`src/rtl/sts_pkg.sv`:
```
// Shared constants and types for the step test sequencer
package sts_pkg;

  localparam int unsigned STEP_COUNT_DEF = 8;
  localparam int unsigned DWELL_W_DEF = 16;
  localparam int unsigned STEP_ZERO = 0;

  typedef enum logic {
    STS_IDLE,
    STS_RUN
  } sts_run_e;

endpackage

```
`src/rtl/sts_done_select.sv`:
```
// Completion input selector and ring increment for the step counter
`timescale 1ns/1ps

module sts_done_select #(
  parameter int unsigned STEP_COUNT = sts_pkg::STEP_COUNT_DEF,
  parameter int unsigned STEP_W = $clog2(STEP_COUNT)
) (
  input wire logic [STEP_COUNT-1:0] step_done_inputs,
  input wire logic [STEP_W-1:0] step,
  output logic sel_done,
  output logic [STEP_W-1:0] step_inc,
  output logic step_last
);

  // Out-of-range step numbers read as not done, so a bad state cannot run away
  function automatic logic pick_done(input logic [STEP_COUNT-1:0] done,
                                     input logic [STEP_W-1:0] idx);
    logic hit;
    hit = 1'b0;
    for (int unsigned i = 0; i < STEP_COUNT; i++)
    begin
      if (idx == STEP_W'(i))
      begin
        hit = done[i];
      end
    end
    return hit;
  endfunction

  always_comb
  begin
    // [RQ3] Pick completion input
    sel_done = pick_done(step_done_inputs, step);
    step_last = (step == STEP_W'(STEP_COUNT - 1));
    // [RQ1] Wrap to zero
    if (step_last)
    begin
      step_inc = STEP_W'(sts_pkg::STEP_ZERO);
    end
    else
    begin
      step_inc = step + STEP_W'(1);
    end
  end

endmodule

```
`src/rtl/sts_sequencer.sv`:
```
// Step test sequencer: ring program counter, one-hot step selects, completion gating
`timescale 1ns/1ps

// What this block does
// [RQ1] The current step is held in a program counter that wraps from the last step to zero.
// [RQ2] The step number is decoded into one-hot step selects with only the current step's line high.
// [RQ3] The step number picks one completion input, held low by the test logic until its step ends.
// [RQ4] A low start pulse clears the counter to zero, raising the step-zero select.
// [RQ5] Outside async mode, a high selected completion input advances the counter on the next rising clock edge.
// [RQ6] With all completion inputs held high the counter advances on every clock outside async mode; in async mode it holds.
// [RQ7] A jump load enable loads the presented destination step instead of incrementing.
// [RQ8] An optional mode advances the counter on a falling edge of the selected completion input.
// [RQ9] The step count is a parameter that scales counter, decoder and selector together.
// [RQ10] A jump load in the same cycle as a count takes priority and loads the destination.
module sts_sequencer #(
  // [RQ9] Scaled step count
  parameter int unsigned STEP_COUNT = sts_pkg::STEP_COUNT_DEF,
  parameter int unsigned STEP_W = $clog2(STEP_COUNT),
  parameter int unsigned DWELL_W = sts_pkg::DWELL_W_DEF
) (
  input wire logic ref_clk,
  input wire logic rst,
  input wire logic start_n,
  input wire logic [STEP_COUNT-1:0] step_done_inputs,
  input wire logic jump_load_enable,
  input wire logic [STEP_W-1:0] jump_target,
  input wire logic async_mode,
  output logic [STEP_COUNT-1:0] step_select_lines,
  output logic [STEP_W-1:0] step_number,
  output logic seq_running,
  output logic step_advance_pulse,
  output logic seq_wrap_pulse,
  output logic [DWELL_W-1:0] step_dwell_count
);

  sts_pkg::sts_run_e run_r;
  sts_pkg::sts_run_e run_nxt;
  logic [STEP_W-1:0] step_r;
  logic [STEP_W-1:0] step_nxt;
  logic done_prev_r;
  logic done_prev_nxt;
  logic [STEP_COUNT-1:0] select_r;
  logic [STEP_COUNT-1:0] select_nxt;
  logic adv_r;
  logic adv_nxt;
  logic wrap_r;
  logic wrap_nxt;
  logic [DWELL_W-1:0] dwell_r;
  logic [DWELL_W-1:0] dwell_nxt;

  logic sel_done;
  logic [STEP_W-1:0] step_inc;
  logic step_last;
  logic done_fall;
  logic count_en;
  logic target_ok;
  logic step_moved;

  // Decoder of the next step number into one select line per step
  function automatic logic [STEP_COUNT-1:0] step_onehot(input logic [STEP_W-1:0] idx);
    logic [STEP_COUNT-1:0] v;
    v = '0;
    for (int unsigned i = 0; i < STEP_COUNT; i++)
    begin
      v[i] = (idx == STEP_W'(i));
    end
    return v;
  endfunction

  sts_done_select #(
    .STEP_COUNT(STEP_COUNT),
    .STEP_W(STEP_W)
  ) u_done_select (
    .step_done_inputs(step_done_inputs),
    .step(step_r),
    .sel_done(sel_done),
    .step_inc(step_inc),
    .step_last(step_last)
  );

  always_comb
  begin
    // [RQ8] Falling edge of the selected input
    done_fall = done_prev_r & ~sel_done;
    // [RQ5] Count enable from completion level, or from its falling edge in async mode
    if (async_mode)
    begin
      count_en = done_fall;
    end
    else
    begin
      count_en = sel_done;
    end
    // Targets past the last step would leave every select low, so such loads are dropped
    target_ok = (jump_target <= STEP_W'(STEP_COUNT - 1));

    run_nxt = run_r;
    step_nxt = step_r;
    wrap_nxt = 1'b0;
    if (!start_n)
    begin
      // [RQ4] Start clears to step zero
      run_nxt = sts_pkg::STS_RUN;
      step_nxt = STEP_W'(sts_pkg::STEP_ZERO);
    end
    else if (run_r == sts_pkg::STS_RUN)
    begin
      if (jump_load_enable && target_ok)
      begin
        // [RQ7] [RQ10] Load wins over count
        step_nxt = jump_target;
      end
      else if (count_en)
      begin
        // [RQ5] [RQ6] Advance one step
        step_nxt = step_inc;
        wrap_nxt = step_last;
      end
    end

    step_moved = (step_nxt != step_r) || (count_en && (run_r == sts_pkg::STS_RUN) && start_n
                 && !(jump_load_enable && target_ok));
    adv_nxt = step_moved && start_n;

    // A fresh step must see its own input rise before a fall can count
    if (step_moved || !start_n)
    begin
      done_prev_nxt = 1'b0;
    end
    else
    begin
      done_prev_nxt = sel_done;
    end
  end

  // Sequence state and pulses register together
  always_ff @(posedge ref_clk)
  begin
    if (rst)
    begin
      run_r <= sts_pkg::STS_IDLE;
      step_r <= '0;
      done_prev_r <= 1'b0;
      adv_r <= 1'b0;
      wrap_r <= 1'b0;
    end
    else
    begin
      run_r <= run_nxt;
      step_r <= step_nxt;
      done_prev_r <= done_prev_nxt;
      adv_r <= adv_nxt;
      wrap_r <= wrap_nxt;
    end
  end

  // Selects follow the next step so they line up with the step number
  always_comb
  begin
    // [RQ2] One-hot step select
    if (run_nxt == sts_pkg::STS_RUN)
    begin
      select_nxt = step_onehot(step_nxt);
    end
    else
    begin
      select_nxt = '0;
    end
  end

  // Selects come from flip-flops so the step lines never glitch
  always_ff @(posedge ref_clk)
  begin
    if (rst)
    begin
      select_r <= '0;
    end
    else
    begin
      select_r <= select_nxt;
    end
  end

  always_comb
  begin
    // Dwell counter saturates rather than wrapping, so long stalls stay visible
    if (step_moved || !start_n || (run_nxt != sts_pkg::STS_RUN))
    begin
      dwell_nxt = '0;
    end
    else if (dwell_r != {DWELL_W{1'b1}})
    begin
      dwell_nxt = dwell_r + DWELL_W'(1);
    end
    else
    begin
      dwell_nxt = dwell_r;
    end
  end

  always_ff @(posedge ref_clk)
  begin
    if (rst)
    begin
      dwell_r <= '0;
    end
    else
    begin
      dwell_r <= dwell_nxt;
    end
  end

  assign step_select_lines = select_r;
  assign step_number = step_r;
  assign seq_running = (run_r == sts_pkg::STS_RUN);
  assign step_advance_pulse = adv_r;
  assign seq_wrap_pulse = wrap_r;
  assign step_dwell_count = dwell_r;

endmodule

```
`config.mk`:
```
export PLATFORM = sky130hd
export DESIGN_NAME = sts_sequencer
export DESIGN_NICKNAME = d
export VERILOG_FILES = /design/src/rtl/sts_pkg.sv /design/src/rtl/sts_done_select.sv /design/src/rtl/sts_sequencer.sv
export SDC_FILE = /design/constraint.sdc
export NUM_CORES = 1
export LEC_CHECK = 0
export BUFFER_PORTS_ARGS = -buffer_cell sky130_fd_sc_hd__clkbuf_2
export CAP_MARGIN = 20
export CORE_MARGIN = 2
export CORE_UTILIZATION = 35
export CTS_CLUSTER_SIZE = 28
export DETAILED_ROUTE_END_ITERATION = 12
export GPL_ROUTABILITY_DRIVEN = 0
export SETUP_SLACK_MARGIN = 0.3
export SYNTH_ARGS = -nofsm -noshare
export SYNTH_HDL_FRONTEND = slang
export SYNTH_SLANG_ARGS = --single-unit
```
`constraint.sdc`:
```
create_clock -name ref_clk -period 2.85 [get_ports ref_clk]
set_input_delay 0 -clock ref_clk [delete_from_list [all_inputs] [get_ports ref_clk]]
set_output_delay 0 -clock ref_clk [all_outputs]
set_load 0.02 [all_outputs]
```
==> impl_metrics.csv, run 1 <==
group,metric,value,unit
pwr,pwr_density_cell,405,nW/um^2
synthesis,syn_inst,201,
pwr,power.internal,680,uW
synthesis,async_reset_ff_share,0,%
drt,via_per_inst,5.20,
critical_path,worstReg2RegEnd,"step_select_lines[3]$_SDFF_PP0_",
sta,finalSetupTns,0,ps
global_routing,grt_pass1_wl,6560,um
placement,portBuffers,45,
layout,fillers,459,
synthesis,synth_top_area_share,36.1,%
critical_path,criticalPathCategory,"register to register",
global_routing,grt_usage,15.5,%
critical_path,crit_arrival,2700,ps
drt,drtIter0Drc,38,
layout,area_delta_synth_final,33.6,%
critical_path,reg2reg_from,"step_number[0]$_SDFF_PP0_",
cts,cts_buffers,5,
pwr,switching_power,250,uW
sta,setup_violations,0,
floorplan,die_area,5490,um^2
drt,vias,1696,
cts,clkSinkCount,31,
floorplan,io_pins,46,
critical_path,crit_end,"step_select_lines[3]$_SDFF_PP0_",
layout,multi_input_area,1160,um^2
global_routing,grt_max_degree,17,
drt,drc,0,
sta,slew_headroom,72.0,%
pwr,power,930,uW
job,cap_violations,0,
pwr,switching_share,26.8,%
critical_path,startpoint,"step_number[0]$_SDFF_PP0_",
cts,cts_root_buf,"clkbuf_8",
synthesis,yosysWarnings,0,
placement,place_area,2030,um^2
pwr,pwr-share-clk,34.3,%
cts,clock_latency,280,ps
floorplan,fp-row-count,25,
layout,antenna_cells,0,
sta,finalCritPeriodShare,87.7,%
synthesis,synth_area_per_cell,8.55,um^2
sta,fin_skew,10.5,ps
pwr,power_leakage,0.000880,uW
cts,cts_max_path_buffers,2,
drt,ant_nets,0,
drt,totalWireLength,4210,um
cts,cts_tree,"done",
floorplan,die_h,74.1,um
sta,worst_pin_slew,416,ps
critical_path,cpPeakStageDelay,540,ps
cts,clk_pin_slew,60,ps
critical_path,required,3050,ps
global_routing,gr-total-overflow,0,
layout,seqCellArea,632,um^2
hold_path,min_path_type,"input pin to register",
critical_path,crit_slowest_cell,"or4b_4",
pwr,combPwrFrac,17.3,%
global_routing,grt_pass1_vias,1451,
layout,fin_nets,281,
sta,hold_viol,0,
drt,post_drt_wl_per_cell,12.9,um
synthesis,yosysTopAreaCell,"dfxtp_1",
pwr,sequentialPowerShare,48.4,%
placement,dp_slack,165,ps
critical_path,rrSetupSlack,350,ps
sta,fin_ws,350,ps
synthesis,ys_top_cells_by_count,"dfxtp_1, nor2_1, nand2_1",
sta,timing.fmax,0.400,GHz
sta,rsz0062_at_grt,"yes",
critical_path,critPathMaxFanout,8,
synthesis,synth_flop_cell,"dfxtp_1",
status,outcome,"finished, final reports clean",
sta,slew_viol_final,0,
floorplan,core,4720,um^2
synthesis,synthTopCellsByArea,"dfxtp_1, ha_1, nor2_1",
synthesis,synth_seq_cells,31,
synthesis,syn_nets,224,
critical_path,end_kind,"register",
sta,period_minus_slack,2500,ps
synthesis,synth.distinct_cells,50,
layout,post-route-util,48.6,%
synthesis,syn_area,1720,um^2
critical_path,cp-start-kind,"register",
critical_path,r2r_cells,8,
synthesis,ys_seq_area_share,36.1,%
synthesis,yosysMostFrequentCell,"dfxtp_1",
floorplan,die_x,74.1,um
cts,cts_max_level,2,
global_routing,antenna_found_initial,0,
synthesis,synth_edf_count,0,
drt,drtPass1Iterations,4,
layout,fin_area,2300,um^2
placement,hpwl,2940,um
pwr,peakVddDrop,0.242,mV
critical_path,worstPathCellList,"ha_1, ha_2, a31oi_1, nand2_1, or3_4, and4b_4, or4b_4, nor3_2",
floorplan,start_util,36.4,%
layout,drive_gt1_share,37.1,%
==> kinds of logic (layout without fill, tap and decap cells) <==
kind of cell	Yosys count	after routing	synth area share, %
buffers and inverters	13	71	4.00
DFF	31	31	36.1
and+or+nand+nor	92	92	29.0
AOI/OAI and AO/OA	47	47	20.2
xor gates and xnor gates	11	11	5.60
adders and majority gates	7	7	5.09
==> through the flow <==
stage          cells  hold WS [ps]
6_report         326           189
5_1_grt          326           199
4_1_cts          322           152
3_5_place_dp     311           259
3_3_place_gp     311           266
2_1_floorplan    201          59.4
==> final cells by class <==
cell class / count / share of cell area [%]
multi-input cells: 157 / 50.5
flip-flops and latches: 31 / 27.5
repair buffers: 56 / 13.5
well taps: 67 / 3.65
clock buffers: 7 / 3.32
inverters: 7 / 1.25
clock inverters: 1 / 0.218
==> worst min path at each step <==
| stage | depth (start not counted) | to | from |
|---|---|---|---|
| final | 3 | step_number[2]$_SDFF_PP0_ | start_n |
| after global routing | 3 | done_prev_r$_SDFF_PP0_ | step_done_inputs[6] |
| after CTS | 4 | done_prev_r$_SDFF_PP0_ | step_done_inputs[7] |
| after detailed placement | 2 | step_number[0]$_SDFF_PP0_ | rst |
| after global placement | 2 | step_number[0]$_SDFF_PP0_ | rst |
| after floorplan | 1 | step_number[0]$_SDFF_PP0_ | rst |
==> per-layer routing <==
layer | routed length (um) | GRT usage (%)
met2 | 1990 | 25.3
met3 | 203 | 5.01
met5 | 0 | 0
met4 | 29 | 4.85
met1 | 1990 | 19.5
==> registers in the layout, indices dropped and copies added (netlist names) <==
name	count
step_advance_pulse	1
step_dwell_count	16
done_prev_r	1
seq_wrap_pulse	1
seq_running	1
step_select_lines	8
step_number	3
==> power groups by stage <==
stage	Clock, uW	Sequential [uW]	Combinational (uW)
2_1_floorplan	0	466	88.4
3_3_place_gp	0	462	130
3_5_place_dp	0	461	129
4_1_cts	333	451	141
5_1_grt	354	451	175
6_report	319	450	160
==> layout by cell type (no fill, tap or decap), types with 2 or more instances in the layout <==
master,instances
clkbuf_2,45
a31oi_1,2
dfxtp_4,3
a221o_1,3
buf_4,10
ha_2,3
dfxtp_1,28
xnor2_1,4
inv_1,5
and2_1,2
a211oi_1,5
ha_1,2
nor2_1,22
and3_1,4
nand3_1,8
clkbuf_1,2
a21oi_2,2
nand2_1,15
o21ai_0,7
nand4_1,7
ha_4,2
xor2_1,7
clkbuf_8,5
a21oi_1,11
a31o_2,3
nor4_1,2
nor3_2,4
nor3_1,6
nand2b_1,3
nor2b_1,4
==> timing repair <==
action	4_1_cts	5_1_grt
gates resized for setup	12	15
hold endpoints to repair	3	0
setup buffers	2	4
pin swaps	3	6
endpoints found under the setup margin	8	11
hold buffers	1	0
==> worst max-delay path: cells and delay by family, from the launching register on <==
kind,cells,cell delay (ps)
AO/OA/AOI/OAI,1,200
adder cells (fa/ha/maj),2,460
flip-flops,1,370
AND/OR/NAND/NOR,5,1390
Note: power is estimated with default switching activity, not from simulation.
==> inputs of run 2 (changes only) <==
--- a/config.mk
+++ b/config.mk
@@ -12,6 +12,7 @@
 export CTS_CLUSTER_SIZE = 28
 export DETAILED_ROUTE_END_ITERATION = 12
 export GPL_ROUTABILITY_DRIVEN = 0
+export PLACE_DENSITY = 0.64
 export SETUP_SLACK_MARGIN = 0.3
 export SYNTH_ARGS = -nofsm -noshare
 export SYNTH_HDL_FRONTEND = slang
==> run 2 against run 1 <==
Net effect:
- worst hold slack got worse by 19 ps
- combinational power increased by 12%
- clock-buffer cell count increased by 1
- cell count increased by 1.5%
- register-to-register slack got worse by 50 ps
- critical path depth increased by 2
- sequential share of layout area decreased by 1.3 points
- critical path type unchanged
- critical endpoint is now step_select_lines[7]$_SDFF_PP0_
- largest power group unchanged
- highest routed layer unchanged
==> impl_metrics.csv, run 2 (synthesized netlist as in run 1, its figures left out) <==
group,metric,value,unit
drt,post_drt_wl_per_cell,13.6,um
cts,cts_max_level,2,
drt,drc,0,
floorplan,io_pins,46,
cts,clock_latency,280,ps
layout,mostFrequentLayoutCells,"clkbuf_2, dfxtp_1, nor2_1",
critical_path,critPathMaxFanout,6,
placement,place_inst,311,
critical_path,criticalPathCategory,"register to register",
sta,slew_viol_final,0,
global_routing,grt_pass1_vias,1546,
placement,hpwl,2910,um
drt,ant_nets,0,
critical_path,worstPathCellList,"inv_4, ha_4, buf_12, buf_4, a31oi_2, nand2_1, or3_4, and4b_4, or4b_4, nor3_2",
floorplan,die_h,74.1,um
sta,period_minus_slack,2550,ps
global_routing,grt_pass1_wl,7180,um
floorplan,die_area,5490,um^2
drt,via_per_inst,5.21,
critical_path,required,3050,ps
layout,antenna_cells,0,
global_routing,grt_max_degree,17,
floorplan,start_util,36.4,%
floorplan,core,4720,um^2
critical_path,cp-start-kind,"register",
sta,timing.fmax,0.392,GHz
drt,totalWireLength,4500,um
sta,hold_ws,170,ps
global_routing,gr-total-overflow,0,
hold_path,min_path_type,"input pin to register",
critical_path,end_kind,"register",
pwr,peakVddDrop,0.286,mV
layout,fin_area,2410,um^2
placement,place_area,2030,um^2
job,cap_violations,0,
sta,setup_violations,0,
sta,fin_skew,3.69,ps
sta,finalSetupTns,0,ps
floorplan,fp-row-count,25,
global_routing,antenna_found_initial,0,
pwr,pwr_density_cell,414,nW/um^2
sta,finalCritPeriodShare,89.4,%
layout,area_delta_synth_final,40.4,%
sta,rsz0062_at_grt,"yes",
cts,cts_root_buf,"clkbuf_8",
global_routing,grt_usage,16.8,%
critical_path,crit_arrival,2750,ps
pwr,power_leakage,0.000915,uW
cts,cts_max_path_buffers,2,
drt,drtPass1Iterations,4,
critical_path,cpPeakStageDelay,540,ps
sta,slew_headroom,70.0,%
cts,cts_buffers,5,
drt,vias,1723,
cts,cts_tree,"done",
layout,fin_cells,331,
sta,worst_pin_slew,443,ps
drt,drtIter0Drc,57,
layout,largest_reg_flops,16,
critical_path,crit_slowest_cell,"or4b_4",
layout,fin_nets,286,
cts,clk_pin_slew,60,ps
sta,hold_viol,0,
status,outcome,"finished, final reports clean",
layout,drive_gt1_share,41.3,%
layout,final_common_cell,"clkbuf_2",
cts,clkSinkCount,31,
placement,portBuffers,45,
floorplan,die_x,74.1,um
run 2: changes by cell type in the layout (fill, tap and decap cells not counted), sizes merged:
cell | before | now
buf | 10 | 15
clkinv | 1 | 0
clkbuf | 52 | 53
run 2: repair_timing:
| item | in CTS | in global routing |
|---|---|---|
| hold endpoints to repair | 3 | 0 |
| setup buffers | 7 | 4 |
| gates resized for setup | 18 | 20 |
| pin swaps | 6 | 4 |
| setup endpoints to repair | 9 | 10 |
| hold buffers | 1 | 0 |
run 2: area by class of cell:
class | instances | area, um^2
Fill cell | 430 | 2310
Timing Repair Buffer | 61 | 360
Multi-Input combinational cell | 157 | 1210
Clock buffer | 8 | 100
Inverter | 7 | 31.3
Tap cell | 67 | 83.8
Sequential cell | 31 | 632
run 2: worst max-delay path: cells and delay by family (launching register included):
family,cells,cell delay (ps)
flops,1,390
compound gates,1,220
fa+ha+maj,1,180
buf+inv,3,300
simple gates,5,1390
run 2: per-stage QoR:
stage | worst slack (ps) | total power [uW] | util [%]
3_5_place_dp | 141 | 591 | 42.9
6_report | 302 | 999 | 51.1
2_1_floorplan | 312 | 554 | -
5_1_grt | 235 | 1050 | 51.1
3_3_place_gp | 168 | 591 | 42.9
4_1_cts | 273 | 985 | 48.0
run 2: metal layers:
metal | vias up | share of wire, % | global-route usage, %
li1 | 870 | - | -
met1 | 784 | 46 | 21.3
met2 | 60 | 47 | 28.5
met3 | 9 | 5.4 | 3.93
met4 | 0 | 1.6 | 4.65
met5 | - | 0 | 0
run 2: power by group:
| part | switching, uW | internal [uW] | leakage (uW) | total [uW] |
|---|---|---|---|---|
| clock | 150 | 220 | 0.0000515 | 370 |
| combinational | 101 | 78.4 | 0.000611 | 179 |
| sequential | 8.77 | 440 | 0.000253 | 449 |
| total | 260 | 739 | 0.000915 | 999 |
run 2: worst paths after layout:
check                                        start                               end  slack (ps)  depth (start not counted)
setup / recovery         step_number[0]$_SDFF_PP0_   step_select_lines[7]$_SDFF_PP0_         300                         10
hold / removal                             start_n         step_number[2]$_SDFF_PP0_         170                          3
hold reg to reg   step_dwell_count[1]$_SDFFE_PP0P_  step_dwell_count[1]$_SDFFE_PP0P_         510                          2
setup reg to reg         step_number[0]$_SDFF_PP0_   step_select_lines[7]$_SDFF_PP0_         300                         10
